==> src/core/uec_map.svh <==
// register offsets, field positions and reset values of the usb control block
`ifndef UEC_MAP_SVH
`define UEC_MAP_SVH
// byte offsets on the register bus
`define UEC_CFG_OFS 8'h00
`define UEC_PWR_OFS 8'h04
`define UEC_EP_BASE 8'h40
`define UEC_EP_LAST 8'h7c
// configuration register fields
`define UEC_CFG_EYE 7
`define UEC_CFG_OEMON 6
`define UEC_CFG_SIDL 4
`define UEC_CFG_ASUSP 0
`define UEC_CFG_MASK 8'hd1
// power control register fields
`define UEC_PWR_SUSP 1
`define UEC_PWR_MASK 8'h02
// endpoint control register fields
`define UEC_EP_LSD 7
`define UEC_EP_RDIS 6
`define UEC_EP_CDIS 4
`define UEC_EP_RXEN 3
`define UEC_EP_TXEN 2
`define UEC_EP_STALL 1
`define UEC_EP_HSHK 0
`define UEC_EP_MASK 8'hdf
// reset value of every implemented field
`define UEC_RST_VAL 8'h00
// bus response codes
`define UEC_RESP_OKAY 2'b00
`define UEC_RESP_SLVERR 2'b10
`endif

==> src/core/uec_pkg.sv <==
// types shared by the usb control block files
package uec_pkg;
  // token kinds offered by the protocol engine
  typedef enum logic [1:0] {
    UEC_PID_OUT = 2'h0,
    UEC_PID_IN = 2'h1,
    UEC_PID_SETUP = 2'h3
  } uec_pid_t;
  // one token awaiting an endpoint decision
  typedef struct packed {
    logic valid;
    logic [3:0] ep;
    uec_pid_t pid;
  } uec_tok_t;
  // one register write toward the register file
  typedef struct packed {
    logic en;
    logic [7:0] addr;
    logic [31:0] data;
    logic [3:0] strb;
  } uec_bus_req_t;
  // write channel state, gray along idle to response
  typedef enum logic [1:0] {
    UEC_WR_IDLE = 2'b00,
    UEC_WR_RESP = 2'b01
  } uec_wr_state_t;
endpackage

==> src/core/uec_axil_slave.sv <==
// axi4-lite slave front end of the usb control registers
`timescale 1ns/1ps
`default_nettype none
`include "uec_map.svh"
module uec_axil_slave (
  // clock and reset
  input wire logic clk_in,
  input wire logic sys_rst_in,
  // write address channel
  input wire logic [7:0] s_axi_awaddr_in,
  input wire logic s_axi_awvalid_in,
  output logic s_axi_awready_out,
  // write data channel
  input wire logic [31:0] s_axi_wdata_in,
  input wire logic [3:0] s_axi_wstrb_in,
  input wire logic s_axi_wvalid_in,
  output logic s_axi_wready_out,
  // write response channel
  output logic [1:0] s_axi_bresp_out,
  output logic s_axi_bvalid_out,
  input wire logic s_axi_bready_in,
  // read address channel
  input wire logic [7:0] s_axi_araddr_in,
  input wire logic s_axi_arvalid_in,
  output logic s_axi_arready_out,
  // read data channel
  output logic [31:0] s_axi_rdata_out,
  output logic [1:0] s_axi_rresp_out,
  output logic s_axi_rvalid_out,
  input wire logic s_axi_rready_in,
  // register file side
  output var uec_pkg::uec_bus_req_t wr_req_out,
  input wire logic wr_hit_in,
  output logic rd_en_out,
  output logic [7:0] rd_addr_out,
  input wire logic [31:0] rd_data_in,
  input wire logic rd_hit_in
);
  uec_pkg::uec_wr_state_t wr_state_ff; // write channel state
  logic aw_held_ff; // address taken, waiting for data
  logic w_held_ff; // data taken, waiting for address
  logic [7:0] aw_addr_ff; // held write address
  logic [31:0] w_data_ff; // held write data
  logic [3:0] w_strb_ff; // held byte strobes
  logic commit; // both halves present
  // each half is taken once and parked until the pair commits
  assign s_axi_awready_out = !aw_held_ff && (wr_state_ff == uec_pkg::UEC_WR_IDLE);
  assign s_axi_wready_out = !w_held_ff && (wr_state_ff == uec_pkg::UEC_WR_IDLE);
  assign commit = aw_held_ff && w_held_ff && (wr_state_ff == uec_pkg::UEC_WR_IDLE);
  assign wr_req_out = '{en: commit, addr: aw_addr_ff, data: w_data_ff, strb: w_strb_ff};
  // reads carry no side effect, so the decode may look at the live address
  assign s_axi_arready_out = !s_axi_rvalid_out;
  assign rd_en_out = s_axi_arvalid_in && s_axi_arready_out;
  assign rd_addr_out = s_axi_araddr_in;
  // write address and data capture, in either order
  always_ff @(posedge clk_in) begin
    if (sys_rst_in) begin
      aw_held_ff <= 1'b0;
      w_held_ff <= 1'b0;
      aw_addr_ff <= 8'h00;
      w_data_ff <= 32'h0000_0000;
      w_strb_ff <= 4'h0;
    end else if (commit) begin
      aw_held_ff <= 1'b0;
      w_held_ff <= 1'b0;
    end else begin
      if (s_axi_awvalid_in && s_axi_awready_out) begin
        aw_held_ff <= 1'b1;
        aw_addr_ff <= s_axi_awaddr_in;
      end
      if (s_axi_wvalid_in && s_axi_wready_out) begin
        w_held_ff <= 1'b1;
        w_data_ff <= s_axi_wdata_in;
        w_strb_ff <= s_axi_wstrb_in;
      end
    end
  end
  // write response, one per committed write
  always_ff @(posedge clk_in) begin
    if (sys_rst_in) begin
      wr_state_ff <= uec_pkg::UEC_WR_IDLE;
      s_axi_bvalid_out <= 1'b0;
      s_axi_bresp_out <= `UEC_RESP_OKAY;
    end else begin
      case (wr_state_ff)
        uec_pkg::UEC_WR_IDLE: begin
          if (commit) begin
            wr_state_ff <= uec_pkg::UEC_WR_RESP;
            s_axi_bvalid_out <= 1'b1;
            s_axi_bresp_out <= wr_hit_in ? `UEC_RESP_OKAY : `UEC_RESP_SLVERR;
          end
        end
        uec_pkg::UEC_WR_RESP: begin
          if (s_axi_bready_in) begin
            wr_state_ff <= uec_pkg::UEC_WR_IDLE;
            s_axi_bvalid_out <= 1'b0;
          end
        end
        default: begin
          wr_state_ff <= uec_pkg::UEC_WR_IDLE;
          s_axi_bvalid_out <= 1'b0;
        end
      endcase
    end
  end
  // read data, unmapped reads answer zero with slverr
  always_ff @(posedge clk_in) begin
    if (sys_rst_in) begin
      s_axi_rvalid_out <= 1'b0;
      s_axi_rdata_out <= 32'h0000_0000;
      s_axi_rresp_out <= `UEC_RESP_OKAY;
    end else if (rd_en_out) begin
      s_axi_rvalid_out <= 1'b1;
      s_axi_rdata_out <= rd_hit_in ? rd_data_in : 32'h0000_0000;
      s_axi_rresp_out <= rd_hit_in ? `UEC_RESP_OKAY : `UEC_RESP_SLVERR;
    end else if (s_axi_rready_in) begin
      s_axi_rvalid_out <= 1'b0;
    end
  end
endmodule
`default_nettype wire

==> src/core/uec_usb_ctl_top.sv <==
// usb configuration and endpoint control register file with its control outputs
`timescale 1ns/1ps
`default_nettype none
`include "uec_map.svh"
module uec_usb_ctl_top #(
  parameter int EP_NUM = 16 // endpoint count
) (
  // clock and reset
  input wire logic clk_in,
  input wire logic sys_rst_in,
  // axi4-lite write address
  input wire logic [7:0] s_axi_awaddr_in,
  input wire logic s_axi_awvalid_in,
  output logic s_axi_awready_out,
  // axi4-lite write data
  input wire logic [31:0] s_axi_wdata_in,
  input wire logic [3:0] s_axi_wstrb_in,
  input wire logic s_axi_wvalid_in,
  output logic s_axi_wready_out,
  // axi4-lite write response
  output logic [1:0] s_axi_bresp_out,
  output logic s_axi_bvalid_out,
  input wire logic s_axi_bready_in,
  // axi4-lite read address
  input wire logic [7:0] s_axi_araddr_in,
  input wire logic s_axi_arvalid_in,
  output logic s_axi_arready_out,
  // axi4-lite read data
  output logic [31:0] s_axi_rdata_out,
  output logic [1:0] s_axi_rresp_out,
  output logic s_axi_rvalid_out,
  input wire logic s_axi_rready_in,
  // system power state, same clock domain
  input wire logic idle_mode_in,
  input wire logic sleep_mode_in,
  input wire logic host_mode_in,
  // transceiver drive from the serial engine
  input wire logic xcvr_drive_in,
  // token decision request from the protocol engine
  input wire uec_pkg::uec_tok_t tok_in,
  // stall event from the protocol engine
  input wire logic stall_set_in,
  input wire logic [3:0] stall_ep_in,
  // module power and test outputs
  output logic eye_test_out,
  output logic oe_monitor_out,
  output logic usb_halt_out,
  output logic usb_suspend_out,
  // token decision answer
  output logic tok_accept_out,
  output logic tok_stall_out,
  output logic tok_handshake_out,
  // host mode controls of endpoint zero
  output logic low_speed_direct_out,
  output logic pre_pid_required_out,
  output logic nak_retry_enable_out,
  // per endpoint direction enables
  output logic [EP_NUM-1:0] ep_rx_en_out,
  output logic [EP_NUM-1:0] ep_tx_en_out
);
  // bus side signals
  uec_pkg::uec_bus_req_t wr_req; // committed write
  logic wr_hit; // write address decodes
  logic rd_en; // read taken this cycle
  logic [7:0] rd_addr; // read address
  logic [31:0] rd_data; // read value
  logic rd_hit; // read address decodes
  logic wr_low; // write touches byte lane 0

  // register storage
  logic [7:0] cfg_ff; // usb_configuration_one
  logic [7:0] pwr_ff; // usb_power_control
  logic [7:0] ep_ff [EP_NUM]; // usb_endpoint_control array

  // registered control state
  logic halt_ff; // module stopped for idle
  logic suspend_ff; // module suspended
  logic oe_mon_ff; // observed drive enable
  logic nxt_suspend; // suspend request this cycle
  logic nxt_halt; // halt request this cycle

  // token decision helpers
  logic [7:0] tok_ep_reg; // control bits of the addressed endpoint
  logic tok_dir_ok; // direction allowed by the enables
  logic tok_live; // module able to answer tokens

  // true when the address is a word-aligned place in the endpoint window
  function automatic logic addr_is_ep(input logic [7:0] a);
    addr_is_ep = (a >= `UEC_EP_BASE) && (a <= `UEC_EP_LAST) && (a[1:0] == 2'b00);
  endfunction

  // endpoint number selected by a window address
  function automatic logic [3:0] ep_of(input logic [7:0] a);
    logic [7:0] off;
    off = a - `UEC_EP_BASE;
    ep_of = off[5:2];
  endfunction

  // true when the address names any register
  function automatic logic addr_hit(input logic [7:0] a);
    addr_hit = (a == `UEC_CFG_OFS) || (a == `UEC_PWR_OFS) || addr_is_ep(a);
  endfunction

  // bus front end
  uec_axil_slave u_slave (
    .clk_in(clk_in),
    .sys_rst_in(sys_rst_in),
    .s_axi_awaddr_in(s_axi_awaddr_in),
    .s_axi_awvalid_in(s_axi_awvalid_in),
    .s_axi_awready_out(s_axi_awready_out),
    .s_axi_wdata_in(s_axi_wdata_in),
    .s_axi_wstrb_in(s_axi_wstrb_in),
    .s_axi_wvalid_in(s_axi_wvalid_in),
    .s_axi_wready_out(s_axi_wready_out),
    .s_axi_bresp_out(s_axi_bresp_out),
    .s_axi_bvalid_out(s_axi_bvalid_out),
    .s_axi_bready_in(s_axi_bready_in),
    .s_axi_araddr_in(s_axi_araddr_in),
    .s_axi_arvalid_in(s_axi_arvalid_in),
    .s_axi_arready_out(s_axi_arready_out),
    .s_axi_rdata_out(s_axi_rdata_out),
    .s_axi_rresp_out(s_axi_rresp_out),
    .s_axi_rvalid_out(s_axi_rvalid_out),
    .s_axi_rready_in(s_axi_rready_in),
    .wr_req_out(wr_req),
    .wr_hit_in(wr_hit),
    .rd_en_out(rd_en),
    .rd_addr_out(rd_addr),
    .rd_data_in(rd_data),
    .rd_hit_in(rd_hit)
  );

  // decode of the committed write; all fields live in byte lane 0
  assign wr_hit = addr_hit(wr_req.addr);
  assign wr_low = wr_req.en && wr_req.strb[0];

  // configuration register, only implemented bits are stored
  always_ff @(posedge clk_in) begin
    if (sys_rst_in) begin
      cfg_ff <= `UEC_RST_VAL;
    end else if (wr_low && (wr_req.addr == `UEC_CFG_OFS)) begin
      cfg_ff <= wr_req.data[7:0] & `UEC_CFG_MASK;
    end
  end

  // power control register, holds the software suspend bit
  always_ff @(posedge clk_in) begin
    if (sys_rst_in) begin
      pwr_ff <= `UEC_RST_VAL;
    end else if (wr_low && (wr_req.addr == `UEC_PWR_OFS)) begin
      pwr_ff <= wr_req.data[7:0] & `UEC_PWR_MASK;
    end
  end

  // endpoint registers; the stall event is applied after the software
  // write so that a stall arriving during a clear is not lost
  always_ff @(posedge clk_in) begin
    if (sys_rst_in) begin
      for (int i = 0; i < EP_NUM; i++) begin
        ep_ff[i] <= `UEC_RST_VAL;
      end
    end else begin
      for (int i = 0; i < EP_NUM; i++) begin
        // software write, reserved bit 5 dropped
        if (wr_low && addr_is_ep(wr_req.addr) && (ep_of(wr_req.addr) == 4'(i))) begin
          ep_ff[i] <= wr_req.data[7:0] & `UEC_EP_MASK;
        end
        // hardware marks the endpoint stalled, set wins
        if (stall_set_in && (stall_ep_in == 4'(i))) begin
          ep_ff[i][`UEC_EP_STALL] <= 1'b1;
        end
      end
    end
  end

  // read value, upper 24 bits and reserved positions are zero
  always_comb begin
    rd_data = 32'h0000_0000;
    rd_hit = rd_en && addr_hit(rd_addr);
    if (rd_addr == `UEC_CFG_OFS) begin
      rd_data = {24'h00_0000, cfg_ff};
    end else if (rd_addr == `UEC_PWR_OFS) begin
      rd_data = {24'h00_0000, pwr_ff};
    end else if (addr_is_ep(rd_addr)) begin
      rd_data = {24'h00_0000, ep_ff[ep_of(rd_addr)]};
    end
  end

  // power requests: auto suspend only acts while sleeping, the
  // software bit acts on its own whatever the sleep state
  assign nxt_suspend = pwr_ff[`UEC_PWR_SUSP] ||
                       (cfg_ff[`UEC_CFG_ASUSP] && sleep_mode_in);
  assign nxt_halt = cfg_ff[`UEC_CFG_SIDL] && idle_mode_in;

  // module power state, one cycle behind its causes
  always_ff @(posedge clk_in) begin
    if (sys_rst_in) begin
      suspend_ff <= 1'b0;
      halt_ff <= 1'b0;
    end else begin
      suspend_ff <= nxt_suspend;
      halt_ff <= nxt_halt;
    end
  end

  // suspend also stops the 48 mhz clock outside this block
  assign usb_suspend_out = suspend_ff;
  assign usb_halt_out = halt_ff;

  // drive enable monitor, registered so the pad sees a clean level;
  // it trails the engine's drive by one cycle
  always_ff @(posedge clk_in) begin
    if (sys_rst_in) begin
      oe_mon_ff <= 1'b0;
    end else begin
      oe_mon_ff <= cfg_ff[`UEC_CFG_OEMON] && xcvr_drive_in;
    end
  end
  assign oe_monitor_out = oe_mon_ff;

  // eye pattern test request straight from its stored bit
  assign eye_test_out = cfg_ff[`UEC_CFG_EYE];

  // endpoint zero host controls; ignored when acting as a device
  always_ff @(posedge clk_in) begin
    if (sys_rst_in) begin
      low_speed_direct_out <= 1'b0;
      pre_pid_required_out <= 1'b0;
      nak_retry_enable_out <= 1'b0;
    end else begin
      low_speed_direct_out <= host_mode_in && ep_ff[0][`UEC_EP_LSD];
      pre_pid_required_out <= host_mode_in && !ep_ff[0][`UEC_EP_LSD];
      nak_retry_enable_out <= host_mode_in && !ep_ff[0][`UEC_EP_RDIS];
    end
  end

  // per endpoint direction enables for the data path
  always_comb begin
    for (int i = 0; i < EP_NUM; i++) begin
      ep_rx_en_out[i] = ep_ff[i][`UEC_EP_RXEN];
      ep_tx_en_out[i] = ep_ff[i][`UEC_EP_TXEN];
    end
  end

  // token decision; a halted or suspended module answers nothing
  assign tok_ep_reg = ep_ff[tok_in.ep];
  assign tok_live = tok_in.valid && !halt_ff && !suspend_ff;

  // direction check; setup needs receive and is refused on a
  // bidirectional endpoint whose control disable bit is set
  always_comb begin
    case (tok_in.pid)
      uec_pkg::UEC_PID_OUT: begin
        tok_dir_ok = tok_ep_reg[`UEC_EP_RXEN];
      end
      uec_pkg::UEC_PID_IN: begin
        tok_dir_ok = tok_ep_reg[`UEC_EP_TXEN];
      end
      uec_pkg::UEC_PID_SETUP: begin
        tok_dir_ok = tok_ep_reg[`UEC_EP_RXEN] &&
                     !(tok_ep_reg[`UEC_EP_TXEN] && tok_ep_reg[`UEC_EP_CDIS]);
      end
      default: begin
        tok_dir_ok = 1'b0;
      end
    endcase
  end

  // a stalled endpoint answers stall instead of moving data
  assign tok_accept_out = tok_live && tok_dir_ok && !tok_ep_reg[`UEC_EP_STALL];
  assign tok_stall_out = tok_live && tok_dir_ok && tok_ep_reg[`UEC_EP_STALL];
  // handshake packets only where enabled, isochronous runs without
  assign tok_handshake_out = tok_live && tok_dir_ok && tok_ep_reg[`UEC_EP_HSHK];
endmodule
`default_nettype wire

==> config.mk <==
export PLATFORM = sky130hd
export DESIGN_NAME = uec_usb_ctl_top
export DESIGN_NICKNAME = d
export VERILOG_FILES = /design/src/core/uec_pkg.sv /design/src/core/uec_axil_slave.sv /design/src/core/uec_usb_ctl_top.sv
export VERILOG_INCLUDE_DIRS = /design/src /design/src/core
export SDC_FILE = /design/constraint.sdc
export NUM_CORES = 1
export LEC_CHECK = 0
export ABC_AREA = 1
export BUFFER_PORTS_ARGS = -buffer_cell sky130_fd_sc_hd__buf_2
export CAP_MARGIN = 10
export CORE_UTILIZATION = 25
export CTS_CLUSTER_SIZE = 40
export DETAILED_ROUTE_END_ITERATION = 12
export SYNTH_ARGS = -nofsm -noshare
export SYNTH_HDL_FRONTEND = slang
export SYNTH_HIERARCHICAL = 1
export SYNTH_SLANG_ARGS = --single-unit
==> constraint.sdc <==
create_clock -name clk_in -period 3.3 [get_ports clk_in]
set_input_delay 0.33 -clock clk_in [delete_from_list [all_inputs] [get_ports clk_in]]
set_output_delay 0.33 -clock clk_in [all_outputs]
set_load 0.005 [all_outputs]
# After elaboration in Yosys (flattened, before gate mapping)
# Memory sizes are Yosys's and may differ from the RTL's.
# Cells that the tools add are included.
# classes
addsub	2
magnitude_cmp	4
n_eq_ne	37
mux	145
n_bitwise	33
n_reduce_logical	90
# ops
operator	n
$mux W1	118
$mux W7	16
$eq A4 B4 Y1 const B	16
$logic_and A1 B1 Y1	62
$eq A4 B3 Y1 const B	8
$mux W8	4
$or A1 B1 Y1	32
$eq A4 B2 Y1 const B	4
$eq A8 B3 Y1 const B	2
$ge A8 B7 Y1 const B	2
$le A8 B7 Y1 const B	2
$logic_not A8 Y1	2
$sub A6 B1 Y6 const B	2
$logic_not A1 Y1	9
$eq A4 B1 Y1 const B	2
$logic_not A2 Y1	4
$logic_not A4 Y1	2
$mux W2	4
$reduce_and A2 Y1	4
$logic_or A1 B1 Y1	5
$eq A2 B1 Y1 const B	2
$pmux W2 S2	1
$pmux W1 S3	1
$eq A2 B2 Y1 const B	1
other kinds (6)	6
# totals
reg_bits	70
ramBits	112
input_bits	75
output_inout_bits	83
wordCells	331
mem_count	1
# memory_table
name	words	word_bits	read_ports	rd_ports_with_merged_regs	wr	line	source
ep_ff	16	7	18	0	16	uec_usb_ctl_top.sv:73	logic [7:0] ep_ff [EP_NUM];

# Logic depth before layout (Yosys ltp)
# Gate-level depths: netlist of run 1.
# logic_depth
depth_word	10
depth_mapped	15
ltp_nobuf	13

# Hierarchy
# Netlist of run 1, hierarchy kept.
# modules_own_cells
mod	n_inst	cells_each	area_each_um2	seq_area_each_um2
uec_usb_ctl_top	1	790	6810.3	3583.4
uec_axil_slave	1	571	3694.8	1641.6

# Least setup slack after synthesis of run 1
# Ideal clock, no wire load.
# synth_path
path_kind	in2reg
start	in s_axi_araddr_in[5]
end	reg u_slave.s_axi_rdata_out[1]
setup_ns	0.065
arrival_time_ns	1.881
t_required_ns	3.235
path_slack_ns	1.354
path_stages	13
n_path_buf	4
cell_sequence	buf_4 > buf_2 > nor2_4 > nand2_1 > nor3_1 > o31ai_1 > inv_1 > clkbuf_1 > buf_2 > nand2_1 > nand2_1 > nand2_1 > nor2_1
# synth_via
word_cells_on_any_way	15
cone_classes	add/sub: 1; order compare: 2; eq/ne: 1; mux: 4; reduce/logical: 6; memory: 1
# synth_lines
item	line	source
from (decl)	uec_usb_ctl_top.sv:25	input wire logic [7:0] s_axi_araddr_in,
$ge A8 B7 Y1 (no line) / $le A8 B7 Y1 (equally long branches)	--	
$logic_and A1 B1 Y1 (2 in a row)	uec_usb_ctl_top.sv:89	addr_is_ep = (a >= `UEC_EP_BASE) && (a <= `UEC_EP_LAST) && (a[1:0] == 2'b00);
$logic_or A1 B1 Y1 (*)	uec_usb_ctl_top.sv:101	addr_hit = (a == `UEC_CFG_OFS) || (a == `UEC_PWR_OFS) || addr_is_ep(a);
$logic_and A1 B1 Y1 (*)	uec_usb_ctl_top.sv:179	rd_hit = rd_en && addr_hit(rd_addr);
net rd_hit	uec_usb_ctl_top.sv:67	logic rd_hit;
$mux W8 (*)	uec_axil_slave.sv:114	s_axi_rdata_out <= rd_hit_in ? rd_data_in : 32'h0000_0000;
to (signal assigned)	uec_axil_slave.sv:114	
to (decl)	uec_axil_slave.sv:27	output logic [31:0] s_axi_rdata_out,
# Mark *: on every way through the listed nets, which the timed path passes. The rest lies on a longest branch.
# A chain may end at the register's enable or synchronous reset.

# Final worst setup path of run 1
# layout_path
start	in tok_in[4] in the netlist's numbering
end	out tok_stall_out
# layout_via
elab_chain_len	7
# layout_lines
item	line	source
from (decl)	uec_usb_ctl_top.sv:40	input wire uec_pkg::uec_tok_t tok_in,
$mem_v2 Z16 W7 (*)	--	
$logic_and A1 B1 Y1	uec_usb_ctl_top.sv:261	!(tok_ep_reg[`UEC_EP_TXEN] && tok_ep_reg[`UEC_EP_CDIS]);
$logic_not A1 Y1	uec_usb_ctl_top.sv:261	
$logic_and A1 B1 Y1	uec_usb_ctl_top.sv:260	tok_dir_ok = tok_ep_reg[`UEC_EP_RXEN] &&
$pmux W1 S3	uec_usb_ctl_top.sv:252	case (tok_in.pid)
$logic_and A1 B1 Y1	uec_usb_ctl_top.sv:271	assign tok_stall_out = tok_live && tok_dir_ok && tok_ep_reg[`UEC_EP_STALL];
$logic_and A1 B1 Y1 (*)	uec_usb_ctl_top.sv:271	
to (decl)	uec_usb_ctl_top.sv:51	output logic tok_stall_out,
# Mark *: on every way between the ends. The rest lies on a longest branch, timed or not.

==> results of run 1 <==
## placed cells by master, fill, tap and decap left out, types with 2 or more instances in the layout
master,instances
clkbuf_16,17
clkinv_1,4
o211ai_1,13
nand2_1,301
nand2_2,8
buf_2,127
inv_2,4
nor2_4,2
inv_1,130
o21ai_0,46
o2111ai_1,3
o221ai_1,22
a21oi_1,61
nand3_1,94
nand4_1,5
nor2_2,3
clkinv_4,4
conb_1,27
o22ai_1,2
buf_4,15
nor3_1,11
nor2_1,164
edfxtp_1,112
o21ai_1,11
clkbuf_1,3
inv_6,3
dfxtp_1,65
## stage by stage
stage / power (W) / hold WS (ns) / utilization
3_5_place_dp: 0.00324 / 0.469 / 0.274
3_3_place_gp: 0.00323 / 0.464 / 0.274
5_1_grt: 0.00534 / 0.118 / 0.289
6_report: 0.00511 / 0.119 / 0.289
2_1_floorplan: 0.00304 / 0.408 / -
4_1_cts: 0.00515 / 0.103 / 0.289
## layer usage
layer | share of wire | track usage
met5 | 0.00098 | 0
met1 | 0.45 | 0.192
met2 | 0.47 | 0.234
met3 | 0.058 | 0.0256
met4 | 0.025 | 0.0592
## worst min-delay path by stage
| stage | to | slack, ns | cells after the start |
|---|---|---|---|
| 2_1_floorplan | pwr_ff[1]$_SDFFE_PP0P_ | 0.41 | 1 |
| 3_3_place_gp | u_slave/aw_addr_ff[0]$_SDFFE_PP0P_ | 0.46 | 2 |
| 3_5_place_dp | u_slave/aw_addr_ff[1]$_SDFFE_PP0P_ | 0.47 | 2 |
| 4_1_cts | oe_monitor_out$_SDFF_PP0_ | 0.10 | 3 |
| 5_1_grt | usb_halt_out$_SDFF_PP0_ | 0.12 | 3 |
| 6_report | oe_monitor_out$_SDFF_PP0_ | 0.12 | 3 |
## state kept, by name, indices dropped and copies added (netlist names)
name and count:
u_slave/w_strb_ff 1, pwr_ff 1, u_slave/s_axi_rvalid_out 1, u_slave/w_data_ff 7
u_slave/s_axi_bresp_out 1, u_slave/aw_held_ff 1, u_slave/w_held_ff 1, u_slave/aw_addr_ff 8
u_slave/s_axi_bvalid_out 1, pre_pid_required_out 1, usb_suspend_out 1, u_slave/s_axi_rdata_out 32
low_speed_direct_out 1, usb_halt_out 1, nak_retry_enable_out 1, u_slave/s_axi_rresp_out 1
oe_monitor_out 1, cfg_ff 4, ep_ff 112
## power by group through the flow
stage | registers, W | logic [W] | clock network, W
final | 0.00254 | 0.000648 | 0.00192
after global routing | 0.00256 | 0.000731 | 0.00205
after CTS | 0.00255 | 0.000651 | 0.00196
after detailed placement | 0.00259 | 0.000648 | 0
after global placement | 0.00259 | 0.000637 | 0
after floorplan | 0.00257 | 0.000468 | 0
## cell type report
cell class                 count  area [um^2]  share of cell area
timing repair buffer         142          748              0.0708
clock inverter                11          108              0.0102
tap                          468          586              0.0554
sequential                   177         4660               0.441
multi-input combinational    783         3500               0.332
inverter                     138          520              0.0493
clock buffer                  20          437              0.0413
## critical path, stage by stage
cell      delay, ns
buf_2          0.32
clkinv_1       0.51
nand3_1        0.26
nand3_1        0.10
nand2_1        0.10
nand3b_1       0.08
nand3_1        0.17
nand2_1        0.16
nor2_1         0.14
buf_2          0.12
==> impl_results.md, run 1 <==
- Cell area power density: 483 mW/mm^2
- DP Wirelength: 19,700 um
- Pre-CTS setup slack: 0.666 ns
- Die footprint: 0.0381 mm^2
- Clk sinks: 177
- Vias per Instance: 4.62
- Die height: 195 um
- Vias in the first global route: 7,532
- Area delta synth->final: 13.4%
- Crit. Startpoint: tok_in[4]
- Setup ws final: 0.657 ns
- Mean area per synthesized cell: 7.86 um^2
- Worst Path Max Fanout: 12
- Routed Antenna Nets: 0
- Residual DRC: 0
- Worst R2R Path Depth: 8
- Tcrit/Tclk final: 0.801
- Initial antenna violation count: 2
- Setup violations, final: 0
- Setup Buffers After CTS: 0
- Static leakage: 4.66 nW
- Status: completed
- Fill count: 3,903
- First-pass GRT wire length: 42,600 um
- Starting Density: 0.255
- Critical Path AT: 2.31 ns
- Tot GR Track Use: 0.145
- Setup TNS: 0 ns
- Flop pwr share: 0.498
- Via count: 8,032
- CTS tree: built
- Largest net degree at the start of global routing: 43
- Hold path start: xcvr_drive_in
- Skew final: 0.0111 ns
- Mapped cell area: 0.00932 mm^2
- Max Buffers Root-to-Sink: 2
- Worst-Margin Slew: 1.10 ns
- Worst-path clk slew: 0.06 ns
- Final cell count without fillers: 1,739
- Max-Cap Viols: 0
- WP data required: 2.97 ns
- FF-to-FF End: ep_ff[8][6]$_SDFFCE_PN0P_
- Synth Instances: 1,186
- DP Area: 0.0100 mm^2
- F_max: 378 MHz
- CTS Buf Count: 17
- Ports: 158
- Clock power frac: 0.375
- Total gr overflow: 0
- Min-Delay Path Class: primary input to flop
- Psw: 0.00138 W
- Cell Int Power: 0.00373 W
- Wire per inst: 15.8 um
- Minimum clock period after layout: 2.64 ns
- Port bufs: 127
- Root Driver: clkbuf_16
- Worst IR Drop VDD: 0.000264 V
- Layout cell share with drive strength beyond 1: 0.149
- Worst skew pair latency: 0.43 ns
- Yosys warnings: 6
- Reg2reg start: u_slave/w_held_ff$_SDFFE_PP0P_
- Core ar.: 0.0366 mm^2
- DRT iter0 DRCs: 750
- Sw Share: 0.271
- Post-CTS Resized: 0
- Final Wtd Congestion: 0.855
- Final Max Slew Viols: 0
- Antenna cells: 0
- H-tree Lvls: 4
- CP Launch Type: primary input
- Critical path class: primary input to primary output
- Nets@finish: 1,334
- Setup crit end: tok_stall_out
- DRT Pass-1 Iters: 5
- Cts-stage hold buffer count: 0
- Slew HR: 0.262
- RSZ-0062 raised after global routing: false
- Reg2reg setup slack: 0.84 ns
- Placed cells: 1,708
- Row count: 70
- WL final: 27,400 um
- Logic pwr share: 0.127
- CP Capture Type: primary output
- Die X: 195 um
- Cell area after layout: 0.0106 mm^2
- Final hold violations: 0
Power figures use the tool's default switching activity.
==> inputs of run 2 (changes only) <==
Clock period 3.3 ns to 2.5 ns, I/O delays scaled along.
==> impl_results.md, run 2 (synthesis gave the netlist of run 1 again) <==
- Reg2reg start: u_slave/aw_addr_ff[1]$_SDFFE_PP0P_
- Reg2reg setup slack: 0.42 ns (-0.42 ns)
- DRT Pass-1 Iters: 5 (unchanged)
- Min-Delay Path Class: primary input to flop
- Area delta synth->final: 14.8%
- Largest reg by FF count: ep_ff
- Residual DRC: 0 (unchanged)
- Worst-path clk slew: 0.07 ns (about the same)
- Critical path class: flop to primary output
- Critical Path AT: 2.06 ns (-0.25 ns)
- Post-CTS Resized: 0 (unchanged)
- Hold path start: xcvr_drive_in
- DRT iter0 DRCs: 748 (-0.27%)
- Routed Antenna Nets: 0 (unchanged)
- WP data required: 2.25 ns (-0.72 ns)
- Worst-Margin Slew: 0.637 ns (-0.467 ns)
- DP Wirelength: 20,200 um (+2.5%)
- Die height: 195 um (unchanged)
- Final cell count without fillers: 1,758 (+1.1%)
- H-tree Lvls: 4 (unchanged)
- Nets@finish: 1,350 (+1.2%)
- Worst skew pair latency: 0.44 ns (about the same)
- RSZ-0062 raised after global routing: false
- Setup violations, final: 0 (unchanged)
- Die X: 195 um (unchanged)
- Status: completed
- CTS tree: built
- Ports: 158 (unchanged)
- Worst IR Drop VDD: 0.000438 V (+66%)
- Final Power: 0.00675 W (+32%)
- CP Capture Type: primary output
- F_max: 433 MHz
- Layout cell share with drive strength beyond 1: 0.161 (+0.0128)
- WL final: 27,800 um (+1.2%)
- Max FFs per register: 112 (unchanged)
- Vias per Instance: 4.59 (-0.59%)
- Crit. Startpoint: ep_ff[13][3]$_DFFE_PP_
- Final Max Slew Viols: 0 (unchanged)
- Final hold violations: 0 (unchanged)
- Tightest hold margin: 0.0287 ns (-0.0899 ns)
- Wire per inst: 15.8 um (+0.11%)
- Root Driver: clkbuf_16
- Skew final: 0.0129 ns (+0.00187 ns)
- DR WL met3: 1560 um (-1.9%)
- Wl on met1: 12,400 um (+1.1%)
- First-pass GRT wire length: 43,100 um (+1.1%)
- Starting Density: 0.255 (unchanged)
- Vias in the first global route: 7,718 (+2.5%)
- Minimum clock period after layout: 2.31 ns
- Port bufs: 127 (unchanged)
- Via count: 8,072 (+0.50%)
- Largest net degree at the start of global routing: 37 (-14%)
- Cell area power density: 631 mW/mm^2 (+30%)
- Max-Cap Viols: 0 (unchanged)
- Slew HR: 0.575 (+0.313)
- CTS Buf Count: 17 (unchanged)
- Final Wtd Congestion: 0.851 (-0.49%)
- Worst Path Max Fanout: 3 (-9)
- Tcrit/Tclk final: 0.923
- Placed cells: 1,724 (+0.94%)
- Max Buffers Root-to-Sink: 2 (unchanged)
- Most frequent cells in the layout: nand2_1, nor2_1, inv_1
- Most common cell after layout, fill and taps aside: nand2_1
- Top Metal Used: met5
- Total gr overflow: 0 (unchanged)
- Initial antenna violation count: 2 (unchanged)
- Routed wl met2: 13,000 um (+1.2%)
- Regs by FF count: ep_ff: 112 flops, u_slave/s_axi_rdata_out: 32 flops, u_slave/aw_addr_ff: 8 flops
- Clk sinks: 177 (unchanged)
- Core ar.: 0.0366 mm^2 (unchanged)
- Setup TNS: 0 ns (unchanged)
- Setup Buffers After CTS: 0 (unchanged)
- Static leakage: 4.75 nW (+1.8%)
- Cts-stage hold buffer count: 0 (unchanged)
- CP Launch Type: flop
- Tot GR Track Use: 0.147 (+0.00219)
- Row count: 70 (unchanged)
- Die footprint: 0.0381 mm^2 (unchanged)
==> run 2: cell types whose count changed in the layout (fill, tap and decap cells not counted), sizes merged <==
| cell | previous run | this run |
|---|---|---|
| buf | 142 | 158 |
| inv | 138 | 144 |
| clkinv | 9 | 5 |
| diode | 0 | 2 |
| bufinv | 1 | 0 |
==> run 2: path summary, 6_finish.rpt <==
check / end / depth (start not counted)
worst min-delay path: oe_monitor_out$_SDFF_PP0_ / 3
worst max-delay path: tok_handshake_out / 11
worst max register to register: ep_ff[14][5]$_DFFE_PP_ / 7
worst min register to register: nak_retry_enable_out$_SDFF_PP0_ / 1
==> run 2: final cells by class <==
cell class / count / area, um^2
fillers: 3925 / 25900
flip-flops and latches: 177 / 4660
multi-input cells: 783 / 3500
repair buffers: 158 / 881
well taps: 468 / 586
inverters: 138 / 520
clock buffers: 20 / 447
clock inverters: 12 / 95.1
diodes: 2 / 5.00
==> run 2: power by group <==
group	leakage, nW	switching, W	internal, W
Sequential	1.68	0.0000979	0.00326
Combinational	2.80	0.000581	0.000289
Clock	0.269	0.00119	0.00132
Total	4.75	0.00187	0.00487
==> run 2: routing by layer <==
metal / track usage / vias to the layer above
li1: - / 3955
met1: 0.192 / 3776
met2: 0.239 / 297
met3: 0.0254 / 42
met4: 0.0645 / 2
met5: 0 / -
==> run 2: stage by stage <==
step	utilization	cell area [um^2]	setup WS [ns]
floorplan	-	9410	0.591
detailed placement	0.277	10200	0.281
global route	0.292	10700	0.0587
CTS	0.292	10700	0.191
finish	0.292	10700	0.193
global placement	0.277	10200	0.273
==> run 2: critical path, stage by stage (launching register included) <==
cell,delay [ns]
edfxtp_1,0.43
inv_1,0.08
nand2_1,0.05
o211ai_1,0.09
nand3_1,0.12
nand3_1,0.14
nand2_1,0.09
nand3_1,0.08
nand3_1,0.14
nand2_1,0.20
nor2_1,0.05
buf_2,0.13
